===== config.mk =====
export PLATFORM = sky130hd
export DESIGN_NAME = ncb_host
export DESIGN_NICKNAME = d
export VERILOG_FILES = /design/src/ncb_pkg.sv /design/src/ncb_buf_if.sv /design/src/ncb_skid_buf.sv /design/src/ncb_host.sv
export SDC_FILE = /design/constraint.sdc
export NUM_CORES = 1
export LEC_CHECK = 0
export BUFFER_PORTS_ARGS = -buffer_cell sky130_fd_sc_hd__buf_2
export CORE_ASPECT_RATIO = 1.2
export CORE_UTILIZATION = 50
export CTS_CLUSTER_SIZE = 8
export DETAILED_ROUTE_END_ITERATION = 12
export GPL_ROUTABILITY_DRIVEN = 0
export PLACE_DENSITY_LB_ADDON = 0.3
export SKIP_CTS_REPAIR_TIMING = 1
export SLEW_MARGIN = 10
export SYNTH_ARGS = -nofsm -noshare
export SYNTH_HDL_FRONTEND = slang
export SYNTH_HIERARCHICAL = 1
export SYNTH_SLANG_ARGS = --single-unit
export TNS_END_PERCENT = 50

===== constraint.sdc =====
create_clock -name i_clock -period 6.2 [get_ports i_clock]
set_clock_uncertainty 0.05 [all_clocks]
set_input_delay 0.93 -clock i_clock [delete_from_list [all_inputs] [get_ports i_clock]]
set_output_delay 0.93 -clock i_clock [all_outputs]
set_load 0.01 [all_outputs]

===== src/ncb_pkg.sv =====
/*
 * Constants, command codes and strobe timing for the host side flash bus controller.
 * Assumes a 100 MHz system clock and a single x8 multiplexed flash device on the pins.
 */
// ------------------------------------------------------------
// ------------------------------------------------------------
package ncb_pkg;
	// ------------------------------------------------------------
	// Command codes
	// ------------------------------------------------------------
	localparam logic [7:0] CMD_READ_SETUP = 8'h00;
	localparam logic [7:0] CMD_READ_CONFIRM = 8'h30;
	localparam logic [7:0] CMD_RANDOM_OUT = 8'h05;
	localparam logic [7:0] CMD_RANDOM_OUT_CONFIRM = 8'hE0;
	localparam logic [7:0] CMD_STATUS = 8'h70;
	localparam logic [7:0] CMD_RESET = 8'hFF;
	localparam logic [7:0] CMD_PROGRAM_SETUP = 8'h80;
	localparam logic [7:0] CMD_PROGRAM_CONFIRM = 8'h10;
	localparam logic [7:0] CMD_ERASE_SETUP = 8'h60;
	localparam logic [7:0] CMD_ERASE_CONFIRM = 8'hD0;
	localparam logic [7:0] CMD_READ_ID = 8'h90;
	// ------------------------------------------------------------
	// Operation selectors on the user port
	// ------------------------------------------------------------
	localparam logic [1:0] OP_READ = 2'h0;
	localparam logic [1:0] OP_PROGRAM = 2'h1;
	localparam logic [1:0] OP_ERASE = 2'h2;
	localparam logic [1:0] OP_RESET = 2'h3;
	// ------------------------------------------------------------
	// Geometry and timing
	// ------------------------------------------------------------
	localparam int ADDR_CYCLES = 5;
	localparam int ROW_CYCLES = 3;
	localparam int PAGE_BYTES = 2112;
	localparam int CLOCK_NS = 10;
	localparam int STROBE_LOW_NS = 30;
	localparam int STROBE_HIGH_NS = 20;
	localparam int BUSY_WAIT_NS = 100;
	localparam int STROBE_LOW_CYC = (STROBE_LOW_NS + CLOCK_NS - 1) / CLOCK_NS;
	localparam int STROBE_HIGH_CYC = (STROBE_HIGH_NS + CLOCK_NS - 1) / CLOCK_NS;
	localparam int BUSY_WAIT_CYC = (BUSY_WAIT_NS + CLOCK_NS - 1) / CLOCK_NS;
	localparam int TIMER_W = 8;
	localparam int COL_W = 12;
	localparam int ROW_W = 17;
	localparam logic [COL_W-1:0] COL_LAST = COL_W'(PAGE_BYTES - 1);
endpackage : ncb_pkg


===== src/ncb_buf_if.sv =====
/*
 * Valid/ready stream interface between the controller and its read buffer.
 * Assumes both ends share i_clock.
 */
interface ncb_buf_if;
	logic in_valid; // Producer has a byte
	logic in_ready; // Buffer can take it
	logic [7:0] in_data; // Byte from the pins
	logic out_valid; // Buffer holds a byte
	logic out_ready; // Consumer takes it
	logic [7:0] out_data; // Oldest byte
	modport fill(output in_valid, output in_data, input in_ready);
	modport buffer(input in_valid, input in_data, output in_ready,
		output out_valid, output out_data, input out_ready);
	modport drain(input out_valid, input out_data, output out_ready);
endinterface : ncb_buf_if


===== src/ncb_skid_buf.sv =====
/*
 * Two-entry FIFO for read data bytes.
 * Assumes a single clock and the valid/ready handshake of ncb_buf_if.
 */
module ncb_skid_buf #(
	parameter int DEPTH = 2
) (
	input wire logic i_clock,
	input wire logic i_nrst,
	ncb_buf_if.buffer bif
);
	// ------------------------------------------------------------
	// State
	// ------------------------------------------------------------
	typedef struct packed {
		logic [DEPTH-1:0][7:0] mem; // Storage entries
		logic [1:0] count; // Occupancy, depth two
		logic rd; // Read slot
		logic wr; // Write slot
	} ncb_buf_st_t;
	ncb_buf_st_t st_q;
	ncb_buf_st_t st_d;
	logic push;
	logic pop;

	assign bif.in_ready = (st_q.count != 2'(DEPTH)); // Honest full
	assign bif.out_valid = (st_q.count != 2'h0); // Honest empty
	assign bif.out_data = st_q.mem[st_q.rd];
	assign push = bif.in_valid && bif.in_ready;
	assign pop = bif.out_valid && bif.out_ready;

	// Next state of pointers and storage
	always_comb begin
		st_d = st_q;
		if (push) begin
			st_d.mem[st_q.wr] = bif.in_data;
			st_d.wr = ~st_q.wr;
		end
		if (pop) begin
			st_d.rd = ~st_q.rd;
		end
		if (push && !pop) begin
			st_d.count = st_q.count + 2'h1;
		end else if (pop && !push) begin
			st_d.count = st_q.count - 2'h1;
		end
	end

	// State register
	always_ff @(posedge i_clock or negedge i_nrst) begin
		if (!i_nrst) begin
			st_q <= '0;
		end else begin
			st_q <= st_d;
		end
	end
endmodule : ncb_skid_buf


===== src/ncb_host.sv =====
/*
 * Host controller that drives the flash bus strobes for page read, program, erase and reset.
 * Assumes one flash device, a 100 MHz clock, and a user who holds request fields stable until accept.
 */
module ncb_host #(
	parameter int STROBE_LOW = ncb_pkg::STROBE_LOW_CYC,
	parameter int STROBE_HIGH = ncb_pkg::STROBE_HIGH_CYC,
	parameter int BUSY_WAIT = ncb_pkg::BUSY_WAIT_CYC
) (
	input wire logic i_clock,
	input wire logic i_nrst,
	input wire logic i_req_valid,
	input wire logic [1:0] i_req_op,
	input wire logic [ncb_pkg::COL_W-1:0] i_req_col,
	input wire logic [ncb_pkg::ROW_W-1:0] i_req_row,
	input wire logic [15:0] i_req_len,
	input wire logic i_wr_valid,
	input wire logic [7:0] i_wr_data,
	input wire logic i_rd_ready,
	input wire logic [7:0] i_io_in,
	input wire logic i_ready_busy_n,
	output logic o_req_ready,
	output logic o_wr_ready,
	output logic o_rd_valid,
	output logic [7:0] o_rd_data,
	output logic o_done,
	output logic o_cle,
	output logic o_ale,
	output logic o_ce_n,
	output logic o_we_n,
	output logic o_read_strobe_n,
	output logic o_wp_n,
	output logic [7:0] o_io_out,
	output logic o_io_oe
);
	// ------------------------------------------------------------
	// State
	// ------------------------------------------------------------
	typedef enum logic [3:0] {
		S_IDLE, S_CMD1, S_ADDR, S_DATA, S_CMD2, S_WAIT, S_BUSY, S_READ, S_DONE
	} ncb_state_t;

	typedef struct packed {
		ncb_state_t st;
		logic [1:0] op;
		logic [2:0] acnt; // Address byte index
		logic [39:0] addr; // Five address bytes, low first
		logic [15:0] len; // Bytes left
		logic [ncb_pkg::COL_W-1:0] col; // Current column
		logic [ncb_pkg::TIMER_W-1:0] tmr;
		logic phase; // Zero: strobe low, one: strobe high
		logic [1:0] rb_sync; // Busy pin synchroniser
		logic [1:0] io_sync_en;
		logic [7:0] io_s1;
		logic [7:0] io_s2;
		logic req_ready;
		logic wr_ready;
		logic done;
		logic cle;
		logic ale;
		logic ce_n;
		logic we_n;
		logic re_n;
		logic [7:0] io;
		logic oe;
	} ncb_host_st_t;

	ncb_host_st_t s_q;
	ncb_host_st_t s_d;
	logic cap_valid;
	logic [7:0] cap_data;
	logic cap_ready;

	ncb_buf_if bif();
	assign bif.in_valid = cap_valid;
	assign bif.in_data = cap_data;
	assign cap_ready = bif.in_ready;
	assign bif.out_ready = i_rd_ready;

	ncb_skid_buf #(.DEPTH(2)) u_buf (
		.i_clock(i_clock),
		.i_nrst(i_nrst),
		.bif(bif)
	);

	// Timer reload for the phase being entered
	function automatic logic [ncb_pkg::TIMER_W-1:0] phase_len(input logic ph);
		phase_len = ph ? ncb_pkg::TIMER_W'(STROBE_HIGH - 1) : ncb_pkg::TIMER_W'(STROBE_LOW - 1);
	endfunction : phase_len

	// Busy level after the synchroniser's second stage only
	logic dev_ready;
	assign dev_ready = s_q.rb_sync[1];
	// Read byte sampled one clock after the read strobe's rising edge, two stages late
	assign cap_valid = s_q.io_sync_en[1];
	assign cap_data = s_q.io_s2;

	// ------------------------------------------------------------
	// Sequencer
	// ------------------------------------------------------------
	always_comb begin
		logic tick;
		logic strobe_end;
		s_d = s_q;
		tick = (s_q.tmr == '0);
		strobe_end = tick && s_q.phase;
		s_d.rb_sync = {s_q.rb_sync[0], i_ready_busy_n};
		s_d.io_s1 = i_io_in;
		s_d.io_s2 = s_q.io_s1;
		s_d.io_sync_en = {s_q.io_sync_en[0], 1'b0};
		s_d.done = 1'b0;
		s_d.req_ready = 1'b0;
		s_d.wr_ready = 1'b0;
		if (!tick) begin
			s_d.tmr = s_q.tmr - 1'b1;
		end
		case (s_q.st)
			S_IDLE: begin
				s_d.req_ready = 1'b1;
				s_d.ce_n = 1'b1;
				if (i_req_valid && s_q.req_ready) begin
					s_d.req_ready = 1'b0;
					s_d.op = i_req_op;
					s_d.len = i_req_len;
					s_d.col = i_req_col;
					s_d.addr = {7'h00, i_req_row, 4'h0, i_req_col};
					s_d.acnt = '0;
					s_d.ce_n = 1'b0;
					s_d.st = S_CMD1;
					s_d.phase = 1'b0;
					s_d.tmr = phase_len(1'b0);
				end
			end
			S_CMD1: begin
				// First command byte with CLE high, ALE low
				// Latch held through the high phase so it outlasts the write strobe rise
				s_d.cle = 1'b1;
				s_d.ale = 1'b0;
				s_d.oe = 1'b1;
				s_d.we_n = s_q.phase;
				// Defined setup codes only; no copy-back or random column commands are issued
				case (s_q.op)
					ncb_pkg::OP_READ: s_d.io = ncb_pkg::CMD_READ_SETUP;
					ncb_pkg::OP_PROGRAM: s_d.io = ncb_pkg::CMD_PROGRAM_SETUP;
					ncb_pkg::OP_ERASE: s_d.io = ncb_pkg::CMD_ERASE_SETUP;
					default: s_d.io = ncb_pkg::CMD_RESET; // reset accepted while busy
				endcase
				if (tick) begin
					s_d.phase = ~s_q.phase;
					s_d.tmr = phase_len(~s_q.phase);
					if (strobe_end) begin
						s_d.cle = 1'b0;
						if (s_q.op == ncb_pkg::OP_RESET) begin
							s_d.st = S_WAIT;
							// Only the reset waits for busy here; address bytes keep the strobe timing
							s_d.tmr = ncb_pkg::TIMER_W'(BUSY_WAIT - 1);
						end else begin
							s_d.st = S_ADDR;
							s_d.acnt = (s_q.op == ncb_pkg::OP_ERASE) ? 3'(ncb_pkg::ADDR_CYCLES
								- ncb_pkg::ROW_CYCLES) : 3'h0;
						end
					end
				end
			end
			S_ADDR: begin
				// Address bytes with ALE high, latched on WE rise
				s_d.ale = 1'b1;
				s_d.oe = 1'b1;
				s_d.we_n = s_q.phase;
				s_d.io = s_q.addr[8*s_q.acnt +: 8];
				if (tick) begin
					s_d.phase = ~s_q.phase;
					s_d.tmr = phase_len(~s_q.phase);
					if (strobe_end) begin
						s_d.acnt = s_q.acnt + 3'h1;
						if (s_q.acnt == 3'(ncb_pkg::ADDR_CYCLES - 1)) begin
							s_d.ale = 1'b0;
							s_d.st = (s_q.op == ncb_pkg::OP_PROGRAM) ? S_DATA : S_CMD2;
						end
					end
				end
			end
			S_DATA: begin
				// Program data: both latches low, one byte per WE rise
				// Ready only while waiting for a byte, so every handshake is a real take
				s_d.oe = 1'b1;
				if (s_q.len == '0) begin
					s_d.st = S_CMD2;
					s_d.tmr = phase_len(1'b0); // Full low phase for the confirm strobe
				end else if (!s_q.phase && s_q.we_n) begin
					if (i_wr_valid && s_q.wr_ready) begin
						s_d.io = i_wr_data;
						s_d.we_n = 1'b0;
						s_d.tmr = phase_len(1'b0);
					end else begin
						s_d.wr_ready = 1'b1;
					end
				end else if (tick) begin
					s_d.phase = ~s_q.phase;
					s_d.tmr = phase_len(~s_q.phase);
					s_d.we_n = 1'b1;
					if (s_q.phase) begin
						s_d.len = s_q.len - 16'h1;
					end
				end
			end
			S_CMD2: begin
				// Confirm code; the device refuses program/erase if protect is low
				s_d.cle = 1'b1;
				s_d.oe = 1'b1;
				s_d.we_n = s_q.phase;
				case (s_q.op)
					ncb_pkg::OP_READ: s_d.io = ncb_pkg::CMD_READ_CONFIRM;
					ncb_pkg::OP_PROGRAM: s_d.io = ncb_pkg::CMD_PROGRAM_CONFIRM;
					default: s_d.io = ncb_pkg::CMD_ERASE_CONFIRM;
				endcase
				if (tick) begin
					s_d.phase = ~s_q.phase;
					s_d.tmr = phase_len(~s_q.phase);
					if (strobe_end) begin
						s_d.cle = 1'b0;
						s_d.st = S_WAIT;
						s_d.tmr = ncb_pkg::TIMER_W'(BUSY_WAIT - 1);
					end
				end
			end
			S_WAIT: begin
				// Give the device time to pull busy low
				s_d.oe = 1'b0;
				if (tick) begin
					s_d.st = S_BUSY;
				end
			end
			S_BUSY: begin
				// Transfer in progress while busy is low
				if (dev_ready) begin
					s_d.st = (s_q.op == ncb_pkg::OP_READ && s_q.len != '0) ? S_READ : S_DONE;
					s_d.phase = 1'b0;
					s_d.tmr = phase_len(1'b0);
				end
			end
			S_READ: begin
				// Sequential output, one byte per read strobe pulse; paused while the buffer is full
				if (s_q.len == '0 || s_q.col > ncb_pkg::COL_LAST) begin
					s_d.st = S_DONE;
				end else if (s_q.phase || cap_ready) begin
					s_d.re_n = s_q.phase;
					if (tick) begin
						s_d.phase = ~s_q.phase;
						s_d.tmr = phase_len(~s_q.phase);
						if (strobe_end) begin
							s_d.io_sync_en[0] = 1'b1;
							s_d.len = s_q.len - 16'h1;
							s_d.col = s_q.col + 1'b1;
						end
					end
				end
			end
			default: begin
				// S_DONE
				s_d.done = 1'b1;
				s_d.ce_n = 1'b1;
				s_d.re_n = 1'b1;
				s_d.st = S_IDLE;
			end
		endcase
	end

	// State register
	always_ff @(posedge i_clock or negedge i_nrst) begin
		if (!i_nrst) begin
			s_q <= '0;
			s_q.st <= S_IDLE;
			s_q.ce_n <= 1'b1;
			s_q.we_n <= 1'b1;
			s_q.re_n <= 1'b1;
		end else begin
			s_q <= s_d;
		end
	end

	assign o_req_ready = s_q.req_ready;
	assign o_wr_ready = s_q.wr_ready;
	assign o_rd_valid = bif.out_valid;
	assign o_rd_data = bif.out_data;
	assign o_done = s_q.done;
	assign o_cle = s_q.cle;
	assign o_ale = s_q.ale;
	assign o_ce_n = s_q.ce_n;
	assign o_we_n = s_q.we_n;
	assign o_read_strobe_n = s_q.re_n;
	assign o_wp_n = 1'b1; // protect released so program and erase proceed
	assign o_io_out = s_q.io;
	assign o_io_oe = s_q.oe;
endmodule : ncb_host


==> qor.txt <==
run status = finished with violations
violated checks = design-rule violations
CP Cell Sequence = inv_1, ha_1, nor3b_2, nand2_1, clkinv_2, ha_1, mux2i_1, nor3_1, a21oi_1, nor3_4, nand2_4, mux2_4
DP Wirelength = 12520 um
Die X = 112.3 um
sequential share of the synthesized area = 45.27%
initial antenna violation count = 0
layout cells sized above 1 = 29.43%
CP max-delay cell = nor3_4
worst hold-check path type = reg -> reg
ranking of synthesized cells by area = dfrtp_1 (44%), mux2_2 (6.2%), mux2_4 (3.5%), nor2_1 (2.6%), nand2_1 (2.4%)
Reg2Reg Setup Slack = 2.09 ns
Worst-Skew Late Latency = 0.42 ns
core footprint = 14350 um^2
first-pass GRT wire length = 29630 um
critical path launch point type = register
Initial Util = 50.89%
vias = 5954
DIE HEIGHT = 134.4 um
Gate Count Post-Synth = 690
metal2 WL = 9022 um
setup ws final = 2.095 ns
Synth top area share = 44.19%
Peak VDD IR = 296.6 uV
worst-margin pin slew = 1.172 ns
Distinct cells, synth = 89
Area Growth Syn to Fin = 14.11%
highest metal used = met4
post-route minimum period = 4.105 ns
Boundary Pins = 96
input/output buffers = 94
Routed Antenna Nets = 0
setup_tns = 0 ns
YS warnings = 6
CTS tree = yes
CP endpoint kind = register
clk root buf = clkbuf_16
Buf/Inv on CP = 2
gr ovfl total = 0
Max Freq = 243.6 MHz
Worst EP required = 6.46 ns
leak pwr = 0.003665 uW
Reg power frac = 31.7%
NumNets Final = 835
RSZ-0062 raised after global routing = no
CP Max Fanout = 16
drt drc = 3
Core Rows = 48
H-tree depth = 4
sw frac = 42.62%
P per Cell Area = 508.4 nW/um^2
Comb pwr share = 44.3%
crit-path max cell delay = 0.56 ns
EDFF count, synth = 0
Psw = 1806 uW
pre-CTS setup slack = 2.188 ns
average wire per standard cell = 19.47 um
gr usage total = 25.14%
asr flop ratio synth = 100.0%
#FFs+latches synth = 132
clock-pin slew on the worst setup and hold paths = 0.06 ns
Crit path max-delay family = simple AND/OR/NAND/NOR gates
clock share of power = 24.0%
Most Frequent Cell on Critical Path = ha_1
Setup Viol. Count Final = 0
Final period util = 66.22%
critical path class = reg -> reg
total CTS buffers = 17
syn avg cell area = 10.59 um^2
Ant. Diodes = 0
met3 wire len = 1000 um
vias per cell = 6.314
Top FF cell, synth = dfrtp_1
internal power = 2432 uW
crit path DAT = 4.36 ns
largest net degree at the start of global routing = 76
number of iterations in the first detailed-routing pass = 11
Slew HR = 21.56%
vias in the first global route = 5901
Synth Net Count = 770
Max-Cap Viols = 0
WL met1 = 7542 um
Fin. Hold Viols = 0
most numerous cell in the Yosys netlist = dfrtp_1
Clock Sinks = 132
Bufs on Longest Clock Path = 2
final slew viol count = 0
dominant cell type by area after synthesis = dfrtp_1
DRT Wirelength = 18360 um
Syn Std Cell Area = 7305 um^2
Iteration-0 DRC Markers = 599
synth cell count leaders = dfrtp_1 (129), nor2_1 (50), nand2_1 (46)
area of the die = 15100 um^2
-- metrics by stage --
stage	total power, uW	util, %	hold WS [ns]	std cells	instance area [um^2]
after global routing	4478	58.07	0.3052	943	8335
after detailed placement	3173	53.89	0.2847	911	7735
after global placement	3106	53.89	0.2839	911	7735
final	4238	58.07	0.2968	943	8335
after CTS	4219	58.07	0.2983	943	8335
after floorplan	2733	-	0.2812	690	7305
-- path summary, 6_finish.rpt --
check	start	end	cells after the start
worst max-delay path	s_q[38]	s_q[59]	12
worst max register to register	s_q[38]	s_q[59]	12
max in group asynchronous	i_nrst	bif.in_data[2]	2
min in group asynchronous	i_nrst	o_io_oe	1
worst min register to register	s_d[34]	bif.in_valid	0
worst min-delay path	s_d[34]	bif.in_valid	0
-- kinds of logic after synthesis --
logic type / Yosys count / synth area share, %
XOR/XNOR: 10 / 1.199
AO/OA/AOI/OAI: 182 / 18.55
adder cells (fa/ha/maj): 11 / 1.884
buffers and inverters: 76 / 5.396
AND/OR/NAND/NOR: 208 / 15.50
multiplexers: 70 / 12.14
other: 1 / 0.05134
flip-flops: 132 / 45.27
-- cells in the final DEF, fill, tap and decap left out, types with 6 or more instances in the layout --
cell	count
mux2_4	17
nor3_1	15
clkbuf_16	17
a31oi_1	11
nor2_1	50
nor2b_1	7
nand2_1	46
mux2_2	40
o21ai_1	11
ha_1	11
nand2b_1	7
o31ai_1	6
a32o_1	6
buf_4	6
nand3_1	22
o21ai_0	25
xnor2_1	6
a21oi_1	31
buf_2	93
o2bb2ai_2	10
mux2i_1	8
dfrtp_1	129
o211ai_1	11
a32oi_1	8
nor4_1	7
a22oi_1	13
inv_1	21
and3_1	8
-- power groups by stage --
stage               clock, uW  sequential, uW  combinational [uW]
global placement            0            1330                1770
global route             1070            1370                2040
finish                   1020            1340                1880
floorplan                   0            1240                1490
detailed placement          0            1350                1830
CTS                      1040            1330                1850
-- metal layers --
metal | up-vias | global-route usage [%]
met3 | 71 | 5.920
met5 | - | 0
met1 | 2907 | 30.02
met4 | 0 | 13.78
met2 | 280 | 41.99
li1 | 2696 | -
-- final cells by class --
class,count,area [um^2]
clock buffers,20,456.7
inverters,22,83.83
fillers,1186,6018
multi-input cells,482,3603
flip-flops and latches,132,3307
clock inverters,12,143.9
well taps,175,219.0
repair buffers,100,521.8
-- sequential cells by signal (all words and copies together), names as in the netlist, 8 cells and up --
signal	flops
bif.in_data	8
o_io_out	8
s_d	10
s_q	75
u_buf/st_q	20
Power figures use the tool's default switching activity.
